<file path="src/mbw_cfg.svh">
// Constants of the multi-write request handler: codes, map, framing.
// Assumes inclusion by name from the package and the design file.
`ifndef MBW_CFG_SVH
`define MBW_CFG_SVH
`define MBW_FC_COILS 8'h0f
`define MBW_FC_REGS 8'h10
`define MBW_EXC_BIT 8'h80
`define MBW_ERR_FUNC 8'h01
`define MBW_ERR_ADDR 8'h02
`define MBW_ERR_VALUE 8'h03
`define MBW_ERR_CHECKSUM 8'h09
`define MBW_CH_COLON 8'h3a
`define MBW_CH_CR 8'h0d
`define MBW_CH_LF 8'h0a
`define MBW_HDR_LEN 8'h07
`define MBW_MAX_COILS 16'h07b0
`define MBW_MAX_REGS 16'h007b
`define MBW_IO_SIZE 17'h00080
`define MBW_RELAY_BASE 17'h01000
`define MBW_RELAY_END 17'h01800
`define MBW_WORD_BASE 16'h7000
`define MBW_DATA_END 17'h00200
`define MBW_TIMER_BASE 17'h003e8
`define MBW_COUNTER_BASE 17'h007d0
`define MBW_WMEM_BASE 17'h00bb8
`define MBW_SMALL_SIZE 17'h00100
`endif

</file>
<file path="src/mbw_pkg.sv">
// Types shared by the multi-write request handler, its bench and its monitor.
// Assumes mbw_cfg.svh sits in the same folder.
`include "mbw_cfg.svh"
package mbw_pkg;
    // One write toward the controller's data areas
    typedef struct packed {
        logic is_bit;
        logic [1:0] area;
        logic [10:0] index;
        logic [15:0] data;
    } mbw_wr_t;
    // One outgoing character or byte
    typedef struct packed {
        logic last;
        logic [7:0] data;
    } mbw_tx_t;
    typedef enum logic [3:0] {
        ST_RX = 4'h1,
        ST_CHECK = 4'h2,
        ST_EXEC = 4'h4,
        ST_RESP = 4'h8
    } mbw_state_t;
    // Area codes on the write port
    typedef enum logic [1:0] {
        AR_DATA = 2'h0,
        AR_TIMER = 2'h1,
        AR_COUNTER = 2'h2,
        AR_WMEM = 2'h3
    } mbw_area_t;
endpackage
</file>
<file path="src/mbw_handler.sv">
// Modbus slave handler for force-multiple-coils and preset-multiple-registers,
// with exception replies and a response FIFO.
// Assumes a byte source (UART, frame gap and CRC check upstream for RTU)
// and a byte sink on the same clock; CRC generation for RTU replies is outside.
`timescale 1ns/1ns
`include "mbw_cfg.svh"

////////////////////////////////////////////////////////////////////////////////
module mbw_fifo #(
    parameter int WIDTH = 9,
    parameter int DEPTH = 8
) (
    // Clock and reset
    input wire logic clk_in,
    input wire logic rst_n_in,
    // Filling side
    input wire logic in_valid_in,
    output logic in_ready_out,
    input wire logic [WIDTH-1:0] in_data_in,
    // Draining side
    output logic out_valid_out,
    input wire logic out_ready_in,
    output logic [WIDTH-1:0] out_data_out
);
    localparam int AW = $clog2(DEPTH);
    logic [WIDTH-1:0] mem [DEPTH];
    logic [AW:0] wr_r;
    logic [AW:0] rd_r;
    logic push;
    logic pop;

    // Extra pointer bit tells full from empty
    assign in_ready_out = (wr_r - rd_r) != (AW + 1)'(DEPTH);
    assign out_valid_out = wr_r != rd_r;
    assign push = in_valid_in && in_ready_out;
    assign pop = out_valid_out && out_ready_in;
    assign out_data_out = mem[rd_r[AW-1:0]];

    // Storage has no reset; only pointers matter
    always_ff @(posedge clk_in) begin
        if (push) begin
            mem[wr_r[AW-1:0]] <= in_data_in;
        end
    end

    // Pointers
    always_ff @(posedge clk_in or negedge rst_n_in) begin
        if (!rst_n_in) begin
            wr_r <= '0;
            rd_r <= '0;
        end else begin
            if (push) wr_r <= wr_r + 1'b1;
            if (pop) rd_r <= rd_r + 1'b1;
        end
    end
endmodule

////////////////////////////////////////////////////////////////////////////////
module mbw_handler import mbw_pkg::*; #(
    parameter int FIFO_DEPTH = 8
) (
    // Clock and reset
    input wire logic clk_in,
    input wire logic rst_n_in,
    // Configuration
    input wire logic [7:0] slave_addr_in,
    input wire logic ascii_mode_in,
    // Received characters or bytes
    input wire logic rx_valid_in,
    output logic rx_ready_out,
    input wire logic [7:0] rx_data_in,
    input wire logic rx_end_in,
    input wire logic crc_ok_in,
    // Writes toward the data areas
    output logic wr_valid_out,
    output mbw_wr_t wr_out,
    // Reply stream
    output logic tx_valid_out,
    input wire logic tx_ready_in,
    output mbw_tx_t tx_out
);
    logic [7:0] buf_r [256];
    mbw_state_t state_r;
    logic [7:0] len_r;
    logic [7:0] sum_r;
    logic [3:0] nib_r;
    logic half_r;
    logic inframe_r;
    logic bad_r;
    logic frame_done;
    logic frame_drop;
    logic [10:0] idx_r;
    logic [4:0] tk_r;
    logic [7:0] err_r;
    logic [7:0] err_c;
    logic [7:0] plen;
    logic [15:0] start;
    logic [15:0] count;
    logic [7:0] bcount;
    logic [16:0] stop;
    logic [16:0] woff;
    logic [16:0] base_c;
    logic [1:0] area_c;
    logic for_us;
    logic f_push;
    logic f_ready;
    mbw_tx_t f_data;
    logic [7:0] rbyte;
    logic [7:0] lrc;
    logic [4:0] nbytes;
    logic [4:0] tk_last;
    logic [7:0] rx_byte;
    logic [4:0] hx;

    // Hex character to nibble, bit 4 flags a valid digit
    function automatic logic [4:0] hex_dec(input logic [7:0] c);
        if (c >= 8'h30 && c <= 8'h39) return {1'b1, c[3:0]};
        if (c >= 8'h41 && c <= 8'h46) return {1'b1, c[3:0] + 4'h9};
        return 5'h00;
    endfunction

    // Nibble to uppercase hex character
    function automatic logic [7:0] hex_enc(input logic [3:0] n);
        return (n < 4'ha) ? {4'h3, n} : {4'h4, n - 4'h9};
    endfunction

    ////////////////////////////////////////////////////////////////////////////
    // Receive side
    assign rx_ready_out = state_r == ST_RX;
    assign hx = hex_dec(rx_data_in);
    assign rx_byte = ascii_mode_in ? {nib_r, hx[3:0]} : rx_data_in;
    // ASCII frame ends on line feed; RTU on the gap strobe
    assign frame_done = (state_r == ST_RX) && (ascii_mode_in
        ? (rx_valid_in && inframe_r && rx_data_in == `MBW_CH_LF && !bad_r)
        : (rx_end_in && crc_ok_in && !bad_r));
    assign frame_drop = (state_r == ST_RX) && (ascii_mode_in
        ? (rx_valid_in && inframe_r && rx_data_in == `MBW_CH_LF && bad_r)
        : (rx_end_in && !(crc_ok_in && !bad_r)));

    // Colon restarts the frame; hex pairs form bytes, CR is skipped
    always_ff @(posedge clk_in or negedge rst_n_in) begin
        if (!rst_n_in) begin
            len_r <= 8'h00;
            sum_r <= 8'h00;
            nib_r <= 4'h0;
            half_r <= 1'b0;
            inframe_r <= 1'b0;
            bad_r <= 1'b0;
        end else if (frame_drop || state_r == ST_CHECK) begin
            // Length and sum stand until the check has read them
            len_r <= 8'h00;
            sum_r <= 8'h00;
            half_r <= 1'b0;
            inframe_r <= 1'b0;
            bad_r <= 1'b0;
        end else if (frame_done) begin
            half_r <= 1'b0;
            inframe_r <= 1'b0;
            bad_r <= 1'b0;
        end else if (state_r == ST_RX && rx_valid_in) begin
            if (ascii_mode_in && rx_data_in == `MBW_CH_COLON) begin
                len_r <= 8'h00;
                sum_r <= 8'h00;
                half_r <= 1'b0;
                inframe_r <= 1'b1;
                bad_r <= 1'b0;
            end else if (ascii_mode_in && (!inframe_r || rx_data_in == `MBW_CH_CR)) begin
                half_r <= half_r;
            end else if (ascii_mode_in && !hx[4]) begin
                bad_r <= 1'b1;
            end else if (ascii_mode_in && !half_r) begin
                nib_r <= hx[3:0];
                half_r <= 1'b1;
            end else begin
                half_r <= 1'b0;
                len_r <= len_r + 8'h01;
                sum_r <= sum_r + rx_byte;
                if (len_r == 8'hff) bad_r <= 1'b1; // Overlong frame is dropped
            end
        end
    end

    // Frame buffer, written only by the receive path
    always_ff @(posedge clk_in) begin
        if (state_r == ST_RX && rx_valid_in && (!ascii_mode_in || (inframe_r && half_r
            && hx[4]))) begin
            buf_r[len_r] <= rx_byte;
        end
    end

    ////////////////////////////////////////////////////////////////////////////
    // Request check
    assign plen = ascii_mode_in ? len_r - 8'h01 : len_r;
    assign start = {buf_r[2], buf_r[3]};
    assign count = {buf_r[4], buf_r[5]};
    assign bcount = buf_r[6];
    assign stop = {1'b0, start} + {1'b0, count};
    assign woff = {1'b0, start} - {1'b0, `MBW_WORD_BASE};
    assign for_us = buf_r[0] == slave_addr_in;

    // Area lookup and exception code, checked in priority order
    always_comb begin
        err_c = 8'h00;
        area_c = AR_DATA;
        base_c = 17'h00000;
        if (ascii_mode_in && sum_r != 8'h00) begin
            err_c = `MBW_ERR_CHECKSUM;
        end else if (buf_r[1] != `MBW_FC_COILS && buf_r[1] != `MBW_FC_REGS) begin
            err_c = `MBW_ERR_FUNC;
        end else if (plen < `MBW_HDR_LEN) begin
            err_c = `MBW_ERR_VALUE;
        end else if (buf_r[1] == `MBW_FC_COILS) begin
            if (count == 16'h0000 || count > `MBW_MAX_COILS
                || {5'h00, bcount} != (count[15:3] + {12'h000, |count[2:0]})
                || plen != `MBW_HDR_LEN + bcount) begin
                err_c = `MBW_ERR_VALUE;
            end else if (stop <= `MBW_IO_SIZE) begin
                area_c = 2'h0;
            end else if ({1'b0, start} >= `MBW_RELAY_BASE && stop <= `MBW_RELAY_END) begin
                area_c = 2'h1;
                base_c = `MBW_RELAY_BASE;
            end else begin
                err_c = `MBW_ERR_ADDR;
            end
        end else begin
            if (count == 16'h0000 || count > `MBW_MAX_REGS
                || {8'h00, bcount} != {count[14:0], 1'b0}
                || plen != `MBW_HDR_LEN + bcount) begin
                err_c = `MBW_ERR_VALUE;
            end else if (start < `MBW_WORD_BASE) begin
                err_c = `MBW_ERR_ADDR;
            end else if (woff + {1'b0, count} <= `MBW_DATA_END) begin
                area_c = AR_DATA;
            end else if (woff >= `MBW_TIMER_BASE
                && woff + {1'b0, count} <= `MBW_TIMER_BASE + `MBW_SMALL_SIZE) begin
                area_c = AR_TIMER;
                base_c = `MBW_TIMER_BASE;
            end else if (woff >= `MBW_COUNTER_BASE
                && woff + {1'b0, count} <= `MBW_COUNTER_BASE + `MBW_SMALL_SIZE) begin
                area_c = AR_COUNTER;
                base_c = `MBW_COUNTER_BASE;
            end else if (woff >= `MBW_WMEM_BASE
                && woff + {1'b0, count} <= `MBW_WMEM_BASE + `MBW_SMALL_SIZE) begin
                area_c = AR_WMEM;
                base_c = `MBW_WMEM_BASE;
            end else begin
                err_c = `MBW_ERR_ADDR;
            end
        end
    end

    ////////////////////////////////////////////////////////////////////////////
    // Sequencer; frames for other slaves are dropped silently
    always_ff @(posedge clk_in or negedge rst_n_in) begin
        if (!rst_n_in) begin
            state_r <= ST_RX;
        end else begin
            case (state_r)
                ST_RX: if (frame_done) state_r <= ST_CHECK;
                ST_CHECK: begin
                    if (!for_us) state_r <= ST_RX;
                    else if (err_c != 8'h00) state_r <= ST_RESP;
                    else state_r <= ST_EXEC;
                end
                ST_EXEC: if ({5'h00, idx_r} == count - 16'h0001) state_r <= ST_RESP;
                ST_RESP: if (f_ready && tk_r == tk_last) state_r <= ST_RX;
                default: state_r <= ST_RX;
            endcase
        end
    end

    // Latched exception code of the checked request
    always_ff @(posedge clk_in or negedge rst_n_in) begin
        if (!rst_n_in) begin
            err_r <= 8'h00;
        end else if (state_r == ST_CHECK) begin
            err_r <= err_c;
        end
    end

    ////////////////////////////////////////////////////////////////////////////
    // Write issue: one point or word per cycle, only after the whole check
    always_ff @(posedge clk_in or negedge rst_n_in) begin
        if (!rst_n_in) begin
            idx_r <= 11'h000;
            wr_valid_out <= 1'b0;
            wr_out <= '0;
        end else begin
            wr_valid_out <= state_r == ST_EXEC;
            if (state_r == ST_CHECK) begin
                idx_r <= 11'h000;
                wr_out.area <= area_c;
                wr_out.is_bit <= buf_r[1] == `MBW_FC_COILS;
                wr_out.index <= buf_r[1] == `MBW_FC_COILS
                    ? start[10:0] - base_c[10:0]
                    : woff[10:0] - base_c[10:0];
            end else if (state_r == ST_EXEC) begin
                idx_r <= idx_r + 11'h001;
                if (idx_r != 11'h000) wr_out.index <= wr_out.index + 11'h001;
                if (wr_out.is_bit) begin
                    // Point n is bit n%8 of byte n/8, LSB first
                    wr_out.data <= {15'h0000,
                        buf_r[8'(`MBW_HDR_LEN + idx_r[10:3])][idx_r[2:0]]};
                end else begin
                    // High byte first on the wire
                    wr_out.data <= {buf_r[8'(`MBW_HDR_LEN + {idx_r[6:0], 1'b0})],
                        buf_r[8'(`MBW_HDR_LEN + {idx_r[6:0], 1'b0} + 8'h01)]};
                end
            end
        end
    end

    ////////////////////////////////////////////////////////////////////////////
    // Reply bytes: echo header on success, exception triple on error
    assign nbytes = (err_r != 8'h00) ? 5'd3 : 5'd6;
    assign lrc = 8'h00 - (buf_r[0] + ((err_r != 8'h00)
        ? ((buf_r[1] | `MBW_EXC_BIT) + err_r)
        : (buf_r[1] + buf_r[2] + buf_r[3] + buf_r[4] + buf_r[5])));
    assign tk_last = ascii_mode_in ? nbytes + nbytes + 5'd4 : nbytes - 5'd1;

    // Byte k of the reply, byte nbytes is the checksum
    function automatic logic [7:0] reply_byte(input logic [4:0] k);
        if (k == nbytes) return lrc;
        if (k == 5'd1 && err_r != 8'h00) return buf_r[1] | `MBW_EXC_BIT;
        if (k == 5'd2 && err_r != 8'h00) return err_r;
        return buf_r[k];
    endfunction

    // Character stream: colon, hex pairs, checksum, CR LF
    always_comb begin
        rbyte = reply_byte(ascii_mode_in ? (tk_r - 5'd1) >> 1 : tk_r);
        f_data.last = tk_r == tk_last;
        if (!ascii_mode_in) f_data.data = rbyte;
        else if (tk_r == 5'd0) f_data.data = `MBW_CH_COLON;
        else if (tk_r == tk_last - 5'd1) f_data.data = `MBW_CH_CR;
        else if (tk_r == tk_last) f_data.data = `MBW_CH_LF;
        else if (tk_r[0]) f_data.data = hex_enc(rbyte[7:4]);
        else f_data.data = hex_enc(rbyte[3:0]);
    end

    // Character counter stalls while the FIFO is full
    assign f_push = state_r == ST_RESP;
    always_ff @(posedge clk_in or negedge rst_n_in) begin
        if (!rst_n_in) begin
            tk_r <= 5'd0;
        end else if (state_r != ST_RESP) begin
            tk_r <= 5'd0;
        end else if (f_ready) begin
            tk_r <= tk_r + 5'd1;
        end
    end

    // Reply FIFO toward the line
    mbw_fifo #(.WIDTH($bits(mbw_tx_t)), .DEPTH(FIFO_DEPTH)) u_fifo (
        .clk_in(clk_in),
        .rst_n_in(rst_n_in),
        .in_valid_in(f_push),
        .in_ready_out(f_ready),
        .in_data_in(f_data),
        .out_valid_out(tx_valid_out),
        .out_ready_in(tx_ready_in),
        .out_data_out(tx_out)
    );
endmodule

</file>
<file path="config.mk">
export PLATFORM = sky130hd
export DESIGN_NAME = mbw_handler
export DESIGN_NICKNAME = d
export VERILOG_FILES = /design/src/mbw_pkg.sv /design/src/mbw_handler.sv
export VERILOG_INCLUDE_DIRS = /design/src
export SDC_FILE = /design/constraint.sdc
export NUM_CORES = 2
export LEC_CHECK = 0
export BUFFER_PORTS_ARGS = -buffer_cell sky130_fd_sc_hd__clkbuf_2
export CAP_MARGIN = 20
export CORE_AREA = 2 2 531 533
export CTS_BUF_LIST = sky130_fd_sc_hd__clkbuf_8
export CTS_CLUSTER_SIZE = 20
export DETAILED_ROUTE_END_ITERATION = 6
export DIE_AREA = 0 0 533 535
export PLACE_DENSITY = 0.58
export SETUP_SLACK_MARGIN = 0.02
export SLEW_MARGIN = 20
export SYNTH_ARGS = -nofsm -noshare
export SYNTH_HDL_FRONTEND = slang
export SYNTH_SLANG_ARGS = --single-unit
export TNS_END_PERCENT = 50
</file>
<file path="constraint.sdc">
create_clock -name clk_in -period 6.65 [get_ports clk_in]
set_clock_uncertainty 0.05 [all_clocks]
set_input_delay 0.9975 -clock clk_in [delete_from_list [all_inputs] [get_ports clk_in]]
set_output_delay 0.9975 -clock clk_in [all_outputs]
set_load 0.02 [all_outputs]
</file>
Word-level counts from Yosys, hierarchy flattened
Memories as Yosys holds them, arrays and structs flattened.
Index checks and enable logic that the tools add are counted.

storage, ports and cells
  RAM bits = 2120
  word-level logic and storage cells = 309
  output and inout port bits = 42
  memories = 2
  register bits after elaboration = 90
  input port bits = 23
  memory bits (read-only) = 0
  latch bits = 0

memory list
  name        depth  bits a word  rd ports  clocked after Yosys merged registers in  wr ports  RTL line           source
  buf_r       256    8            11        0                                        1         mbw_handler.sv:82  logic [7:0] buf_r [256];
  u_fifo.mem  8      9            1         0                                        1         mbw_handler.sv:26  logic [WIDTH-1:0] mem [DEPTH];

cells by class
  $mul = 0
  eq/ne operators = 34
  bitwise gates (word level) = 6
  add/sub/neg operators = 35
  divide/modulo/power cells = 0
  reduce and logical (&&, ||, !) cells = 68
  muxes and demuxes = 126
  $lt $le $gt $ge = 21
  shifts and indexed selects = 0

operator list
  operator                                                           count
  two-way mux 8 bit                                                  28
  two-way mux 11 bit                                                 16
  adder 8 bit                                                        7
  two-way mux 7 bit                                                  6
  two-way mux 5 bit                                                  8
  two-way mux 1 bit                                                  38
  two-way mux 2 bit                                                  19
  less-or-equal comparator 17 x 12 -> 1 bit (second input constant)  2
  logical AND 1 bit                                                  31
  two-way mux 27 bit                                                 1
  adder 3 x 8 -> 8 bit (first input constant)                        3
  == test 8 x 4 -> 1 bit (second input constant)                     3
  nonzero test 8 bit                                                 3
  adder 11 x 1 -> 11 bit (second input constant)                     2
  subtractor 11 bit                                                  2
  two-way mux 4 bit                                                  5
  adder 16 x 16 -> 17 bit                                            1
  adder 17 x 16 -> 17 bit                                            1
  >= comparator 17 x 10 -> 1 bit (second input constant)             1
  >= comparator 17 x 11 -> 1 bit (second input constant)             1
  >= comparator 17 x 12 -> 1 bit (second input constant)             1
  less-or-equal comparator 17 x 10 -> 1 bit (second input constant)  1
  less-or-equal comparator 17 x 11 -> 1 bit (second input constant)  1
  less-or-equal comparator 17 x 13 -> 1 bit (second input constant)  1
  70 further kinds                                                   108

Longest topological paths before layout
An unclocked memory read counts as a cell.

  word-level depth = 21
  gate-level depth with buffers = 26
  mapped depth without buffers = 25

Cells and area by module
A second synthesis with hierarchy kept.

unflattened totals
  cells, all modules = 6050
  area total of the unflattened synthesis = 110561.0 sq um

by module, submodules not included
  module       instances  sequential area each (sq um)  area each (sq um)  cells each
  mbw_handler  1          63427.1                       107270.4           5870
  mbw_fifo     1          2362.3                        3290.7             180

Worst setup path after synthesis
Ideal clock, no wire load.

  path kind = input to register
  from = input port rx_data_in[0]
  to = register sum_r[7]
  slack = -8.613 ns
  data required time = 6.517 ns
  stages = 18
  buffers on the path = 0
  data arrival time = 15.130 ns
  setup time = 0.083 ns
  cells stage by stage = inv_1 -> ha_1 -> or3b_2 -> nand4b_1 -> a31oi_1 -> nand2_1 -> o21ai_0 -> ha_1 -> a21o_1 -> a21oi_1 -> o21bai_1 -> a21oi_1 -> o21bai_1 -> a21oi_1 -> xnor2_1 -> nor4b_1 -> o21ai_0 -> o21ai_0

between the ends
  word-level cells in the longest chain between the ends = 15
  elaborated cells on any way between the ends = 45
  classes of those cells = 2 x add/sub; 4 x order compare; 7 x eq/ne; 17 x mux; 15 x reduce/logical

RTL lines
  element                                                                                         RTL line            source
  from (decl)                                                                                     mbw_handler.sv:71   input wire logic [7:0] rx_data_in,
  >= comparator 8 x 7 -> 1 bit / less-or-equal comparator 8 x 7 -> 1 bit (equally long branches)  mbw_handler.sv:118  if (c >= 8'h41 && c <= 8'h46) return {1'b1, c[3:0] + 4'h9};
  logical AND 1 bit                                                                               mbw_handler.sv:118
  two-way mux 1 bit (2 in a row)                                                                  mbw_handler.sv:118
  two-way mux 5 bit                                                                               mbw_handler.sv:119  return 5'h00;
  two-way mux 5 bit (*)                                                                           mbw_handler.sv:118
  two-way mux 8 bit (*)                                                                           mbw_handler.sv:131  assign rx_byte = ascii_mode_in ? {nib_r, hx[3:0]} : rx_data_in;
  named net rx_byte[1]                                                                            mbw_handler.sv:112  logic [7:0] rx_byte;
  adder 8 bit (*)                                                                                 mbw_handler.sv:177  sum_r <= sum_r + rx_byte;
  two-way mux 8 bit (*)                                                                           mbw_handler.sv:171  end else if (ascii_mode_in && !half_r) begin
  two-way mux 8 bit (*)                                                                           mbw_handler.sv:169  end else if (ascii_mode_in && !hx[4]) begin
  two-way mux 8 bit (*)                                                                           mbw_handler.sv:167  end else if (ascii_mode_in && (!inframe_r || rx_data_in == `MBW_CH_CR)) begin
  two-way mux 8 bit (*)                                                                           mbw_handler.sv:161  if (ascii_mode_in && rx_data_in == `MBW_CH_COLON) begin
  two-way mux 8 bit (*)                                                                           mbw_handler.sv:160  end else if (state_r == ST_RX && rx_valid_in) begin
  two-way mux 8 bit (*)                                                                           mbw_handler.sv:156  end else if (frame_done) begin
  two-way mux 8 bit (*)                                                                           mbw_handler.sv:149  end else if (frame_drop || state_r == ST_CHECK) begin
  to (signal assigned)                                                                            mbw_handler.sv:177
  to (decl)                                                                                       mbw_handler.sv:85   logic [7:0] sum_r;

Mark *: on every way through the listed nets, which the timed path passes. The rest lies on a longest branch. The select of a mux whose other input is x is not followed.
A chain may end at the register's enable or synchronous reset.

==> flow_summary_export.csv <==
group,metric,value,unit
global_route,grt_pass1_vias,68134,
sta,maxSlewViolCount,0,
drt,routedWlPerCell,37.32,um
sta,period_needed,6.154,ns
floorplan,die_w,533,um
setup_path,crit_path_start_kind,"flop",
clocking,cts_tree,"done",
setup_path,criticalPathCategory,"reg -> reg",
synth,ys_async_sr_fraction,3.855,%
finish,fill_cells,23918,
sta,tightest_slew,1.254,ns
setup_path,arrival,6.89,ns
setup_path,required,7.39,ns
sta,hold_violations,0,
synth,netlist_instances,6128,
sta,hold_ws,0.1559,ns
job,drv_cap,0,
floorplan,num_rows,194,
drt,firstDrtPassIters,7,
finish,syn_to_final_growth,12.75,%
global_route,antenna_found_initial,30,
drt,drt_wl_total,394200,um
synth,synth_edf_count,2120,
drt,remaining_drc_errors,0,
synth,synth_seq_cells,2205,
finish,final_cells,10563,
drt,viasPerCell,6.550,
hold_path,hp-class,"in -> reg",
synth,yosysUniqueCellTypes,116,
floorplan,die_area,0.2852,sq mm
placed_design,gp_congestion,0.9372,
global_route,grt_util_met2,41.13,%
power_and_ir_drop,p_int,31.43,mW
synth,yosys_warnings,0,
power_and_ir_drop,pwr-share-clk,23.3,%
setup_path,critical_path.max_fanout,8,
placed_design,dp_hpwl,262100,um
power_and_ir_drop,netSwitchingPower,19.65,mW
clocking,cts_root_buffer,"clkbuf_8",
sta,setup-tns-final,0,ns
drt,ant_nets,0,
global_route,grt_usage,27.33,%
clocking,cts_resized,0,
floorplan,die_h,535,um
clocking,clock_path_buffers,4,
finish,final_cell_mix,"edfxtp_1 (2,120), mux4_2 (1,323), clkbuf_8 (399)",
global_route,grtUsageMet1,36.47,%
synth,syn_avg_cell_area,18.13,sq um
sta,slew-limit-headroom,15.50,%
placed_design,place_inst,9849,
clocking,cts_max_level,5,
global_route,grt_pass1_wl,547400,um
global_route,grt_overflow,0,
floorplan,start_util,39.84,%
finish,final_nets,6661,
drt,vias,69188,
clocking,clk_pin_slew,0.06,ns
synth,syn-num-nets,6269,
finish,drive_above_1_share,35.11,%
synth,ys_seq_area_share,59.21,%
sta,grt_setup_unrepaired,"false",
clocking,cts_buffers,389,
finish,seq_area,0.06580,sq mm
synth,syn_area,0.1111,sq mm
placed_design,portBuffers,64,
clocking,cts_setup_buffers,0,
sta,max_freq,162.5,MHz
global_route,grt_max_degree,207,
drt,drt-initial-drc-count,10352,
floorplan,ios,65,
synth,synth_flop_cell,"edfxtp_1",
clocking,cts_hold_buf,1,
finish,multi_input_area,0.04320,sq mm
global_route,grt.busiest_layer,"met2",
sta,setup_viol,0,
clocking,cts_sinks,2205,
power_and_ir_drop,vdd_ir_drop_max,574.7,uV
floorplan,core,0.2789,sq mm
setup_path,cp-end-kind,"flop",
status,outcome,"finished clean",
clocking,clock_latency,1.12,ns
sta,final.period_utilization,92.53,%
power_and_ir_drop,switching_share,38.47,%
power_and_ir_drop,power.density,407.8,mW/mm^2
power_and_ir_drop,p_comb_share,45.8,%
global_route,use_met3,7.895,%
power_and_ir_drop,seqPwrFrac,30.9,%
power_and_ir_drop,leakagePower,38.79,nW
finish,mostFrequentLayoutCell,"edfxtp_1",
-- power by group through the flow --
stage          Clock [mW]  Combinational (mW)  Sequential (mW)
5_1_grt              12.7                23.8             15.8
4_1_cts              12.1                23.0             15.7
2_1_floorplan           0                14.0             16.0
3_5_place_dp            0                22.9             16.0
3_3_place_gp            0                22.9             16.0
6_report             11.9                23.4             15.8
-- cells by family after synthesis --
| kind of cell | share of synthesized area, % |
|---|---|
| AND/OR/NAND/NOR | 4.570 |
| multiplexers | 27.79 |
| AO/OA/AOI/OAI | 3.488 |
| XOR/XNOR | 1.188 |
| adder cells (fa/ha/maj) | 1.498 |
| flip-flops | 59.21 |
| buffers and inverters | 2.253 |
-- registers in the layout, summed over array words and instances (netlist names) --
| signal | cells |
|---|---|
| u_fifo.rd_r | 4 |
| bad_r | 1 |
| half_r | 1 |
| sum_r | 8 |
| buf_r | 2048 |
| len_r | 8 |
| err_r | 3 |
| nib_r | 4 |
| wr_valid_out | 1 |
| inframe_r | 1 |
| tk_r | 5 |
| state_r | 4 |
| u_fifo.mem | 72 |
| idx_r | 11 |
| u_fifo.wr_r | 4 |
| wr_out | 30 |
-- critical path: stages, from the launching register on --
cell      delay [ns]
edfxtp_1        0.55
fa_1            0.44
inv_1           0.09
fa_1            0.43
fa_1            0.45
inv_1           0.07
ha_1            0.16
inv_1           0.06
fa_1            0.43
nor2b_1         0.20
nor3_1          0.08
a21oi_1         0.15
ha_1            0.25
ha_1            0.34
a21o_1          0.18
a21oi_1         0.23
o21bai_1        0.10
a21oi_1         0.18
xnor2_1         0.15
xnor2_1         0.11
o211ai_2        0.35
or3b_1          0.20
a31oi_1         0.09
a21oi_1         0.53
-- layout make-up --
class	instances	share of cell area [%]
Antenna cell	17	0.03396
Tap cell	3724	3.720
Inverter	111	0.3396
Timing Repair Buffer	474	3.221
Clock buffer	399	4.384
Multi-Input combinational cell	3339	34.48
Sequential cell	2205	52.53
Clock inverter	294	1.291
-- through the flow --
step                power (mW)  cell area (sq um)  setup WS [ns]  utilization, %
finish                   51.08             125300         0.4964           44.91
global route             52.20             125200         0.1123           44.90
CTS                      50.85             125200         0.5886           44.87
detailed placement       38.93             118000         0.5847           42.32
global placement         38.95             118000         0.6244           42.31
floorplan                30.01             111100        0.03859               -
-- final timing paths --
| kind | start | to | slack, ns | cells after the start |
|---|---|---|---|---|
| max reg2reg | buf_r[3][0]$_DFFE_PP_ | u_fifo.mem[4][5]$_DFFE_PP_ | 0.50 | 23 |
| min | tx_ready_in | u_fifo.rd_r[2]$_DFFE_PN0P_ | 0.16 | 3 |
| min in group asynchronous | rst_n_in | tk_r[1]$_DFFE_PN0P_ | 0.43 | 2 |
| max | buf_r[3][0]$_DFFE_PP_ | u_fifo.mem[4][5]$_DFFE_PP_ | 0.50 | 23 |
| min reg2reg | wr_out[1]$_DFFE_PN0P_ | wr_out[1]$_DFFE_PN0P_ | 0.43 | 2 |
| max in group asynchronous | rst_n_in | idx_r[2]$_DFFE_PN0P_ | 4.83 | 3 |
-- layer usage --
layer  wire (um)  up-vias
li1            -    26728
met1      145900    36588
met2      178000     4984
met3       48130      869
met4       21690       19
met5         465        -
-- synthesized netlist by cell type, types with 7 or more instances --
library cell | n | area (sq um)
a21oi_1 | 106 | 530.5
a22o_1 | 15 | 131.4
nor2_1 | 371 | 1393
inv_1 | 107 | 401.6
o2111ai_1 | 8 | 70.07
nand4_1 | 56 | 350.3
o21bai_1 | 12 | 90.09
a21o_1 | 30 | 225.2
o21a_1 | 10 | 75.07
buf_2 | 126 | 630.6
a211oi_1 | 34 | 255.2
or2_2 | 7 | 43.79
mux2i_1 | 80 | 800.8
a2111oi_0 | 10 | 87.58
nor4b_1 | 9 | 78.83
or4_1 | 10 | 75.07
mux2_2 | 18 | 202.7
nand2_1 | 303 | 1137
nor2b_1 | 25 | 156.4
xor2_1 | 44 | 385.4
nand2b_1 | 17 | 106.4
fa_1 | 25 | 500.5
nand3b_1 | 10 | 75.07
a221oi_1 | 9 | 78.83
clkbuf_1 | 229 | 859.6
nor3b_1 | 9 | 67.56
a31oi_1 | 36 | 225.2
mux4_2 | 1323 | 29800
and3_1 | 25 | 156.4
buf_4 | 25 | 187.7
or3_1 | 18 | 112.6
o211ai_1 | 19 | 142.6
nand3_1 | 112 | 560.5
ha_1 | 93 | 1164
dfrtp_1 | 84 | 2102
edfxtp_1 | 2120 | 63660
nor3_1 | 53 | 265.3
nor4_1 | 27 | 168.9
a311oi_1 | 11 | 96.34
o21ai_0 | 122 | 610.6
a22oi_1 | 34 | 255.2
and2_1 | 11 | 68.82
o22ai_1 | 11 | 68.82
buf_1 | 86 | 322.8
xnor2_1 | 91 | 797.0
(Power assumes the default switching activity.)
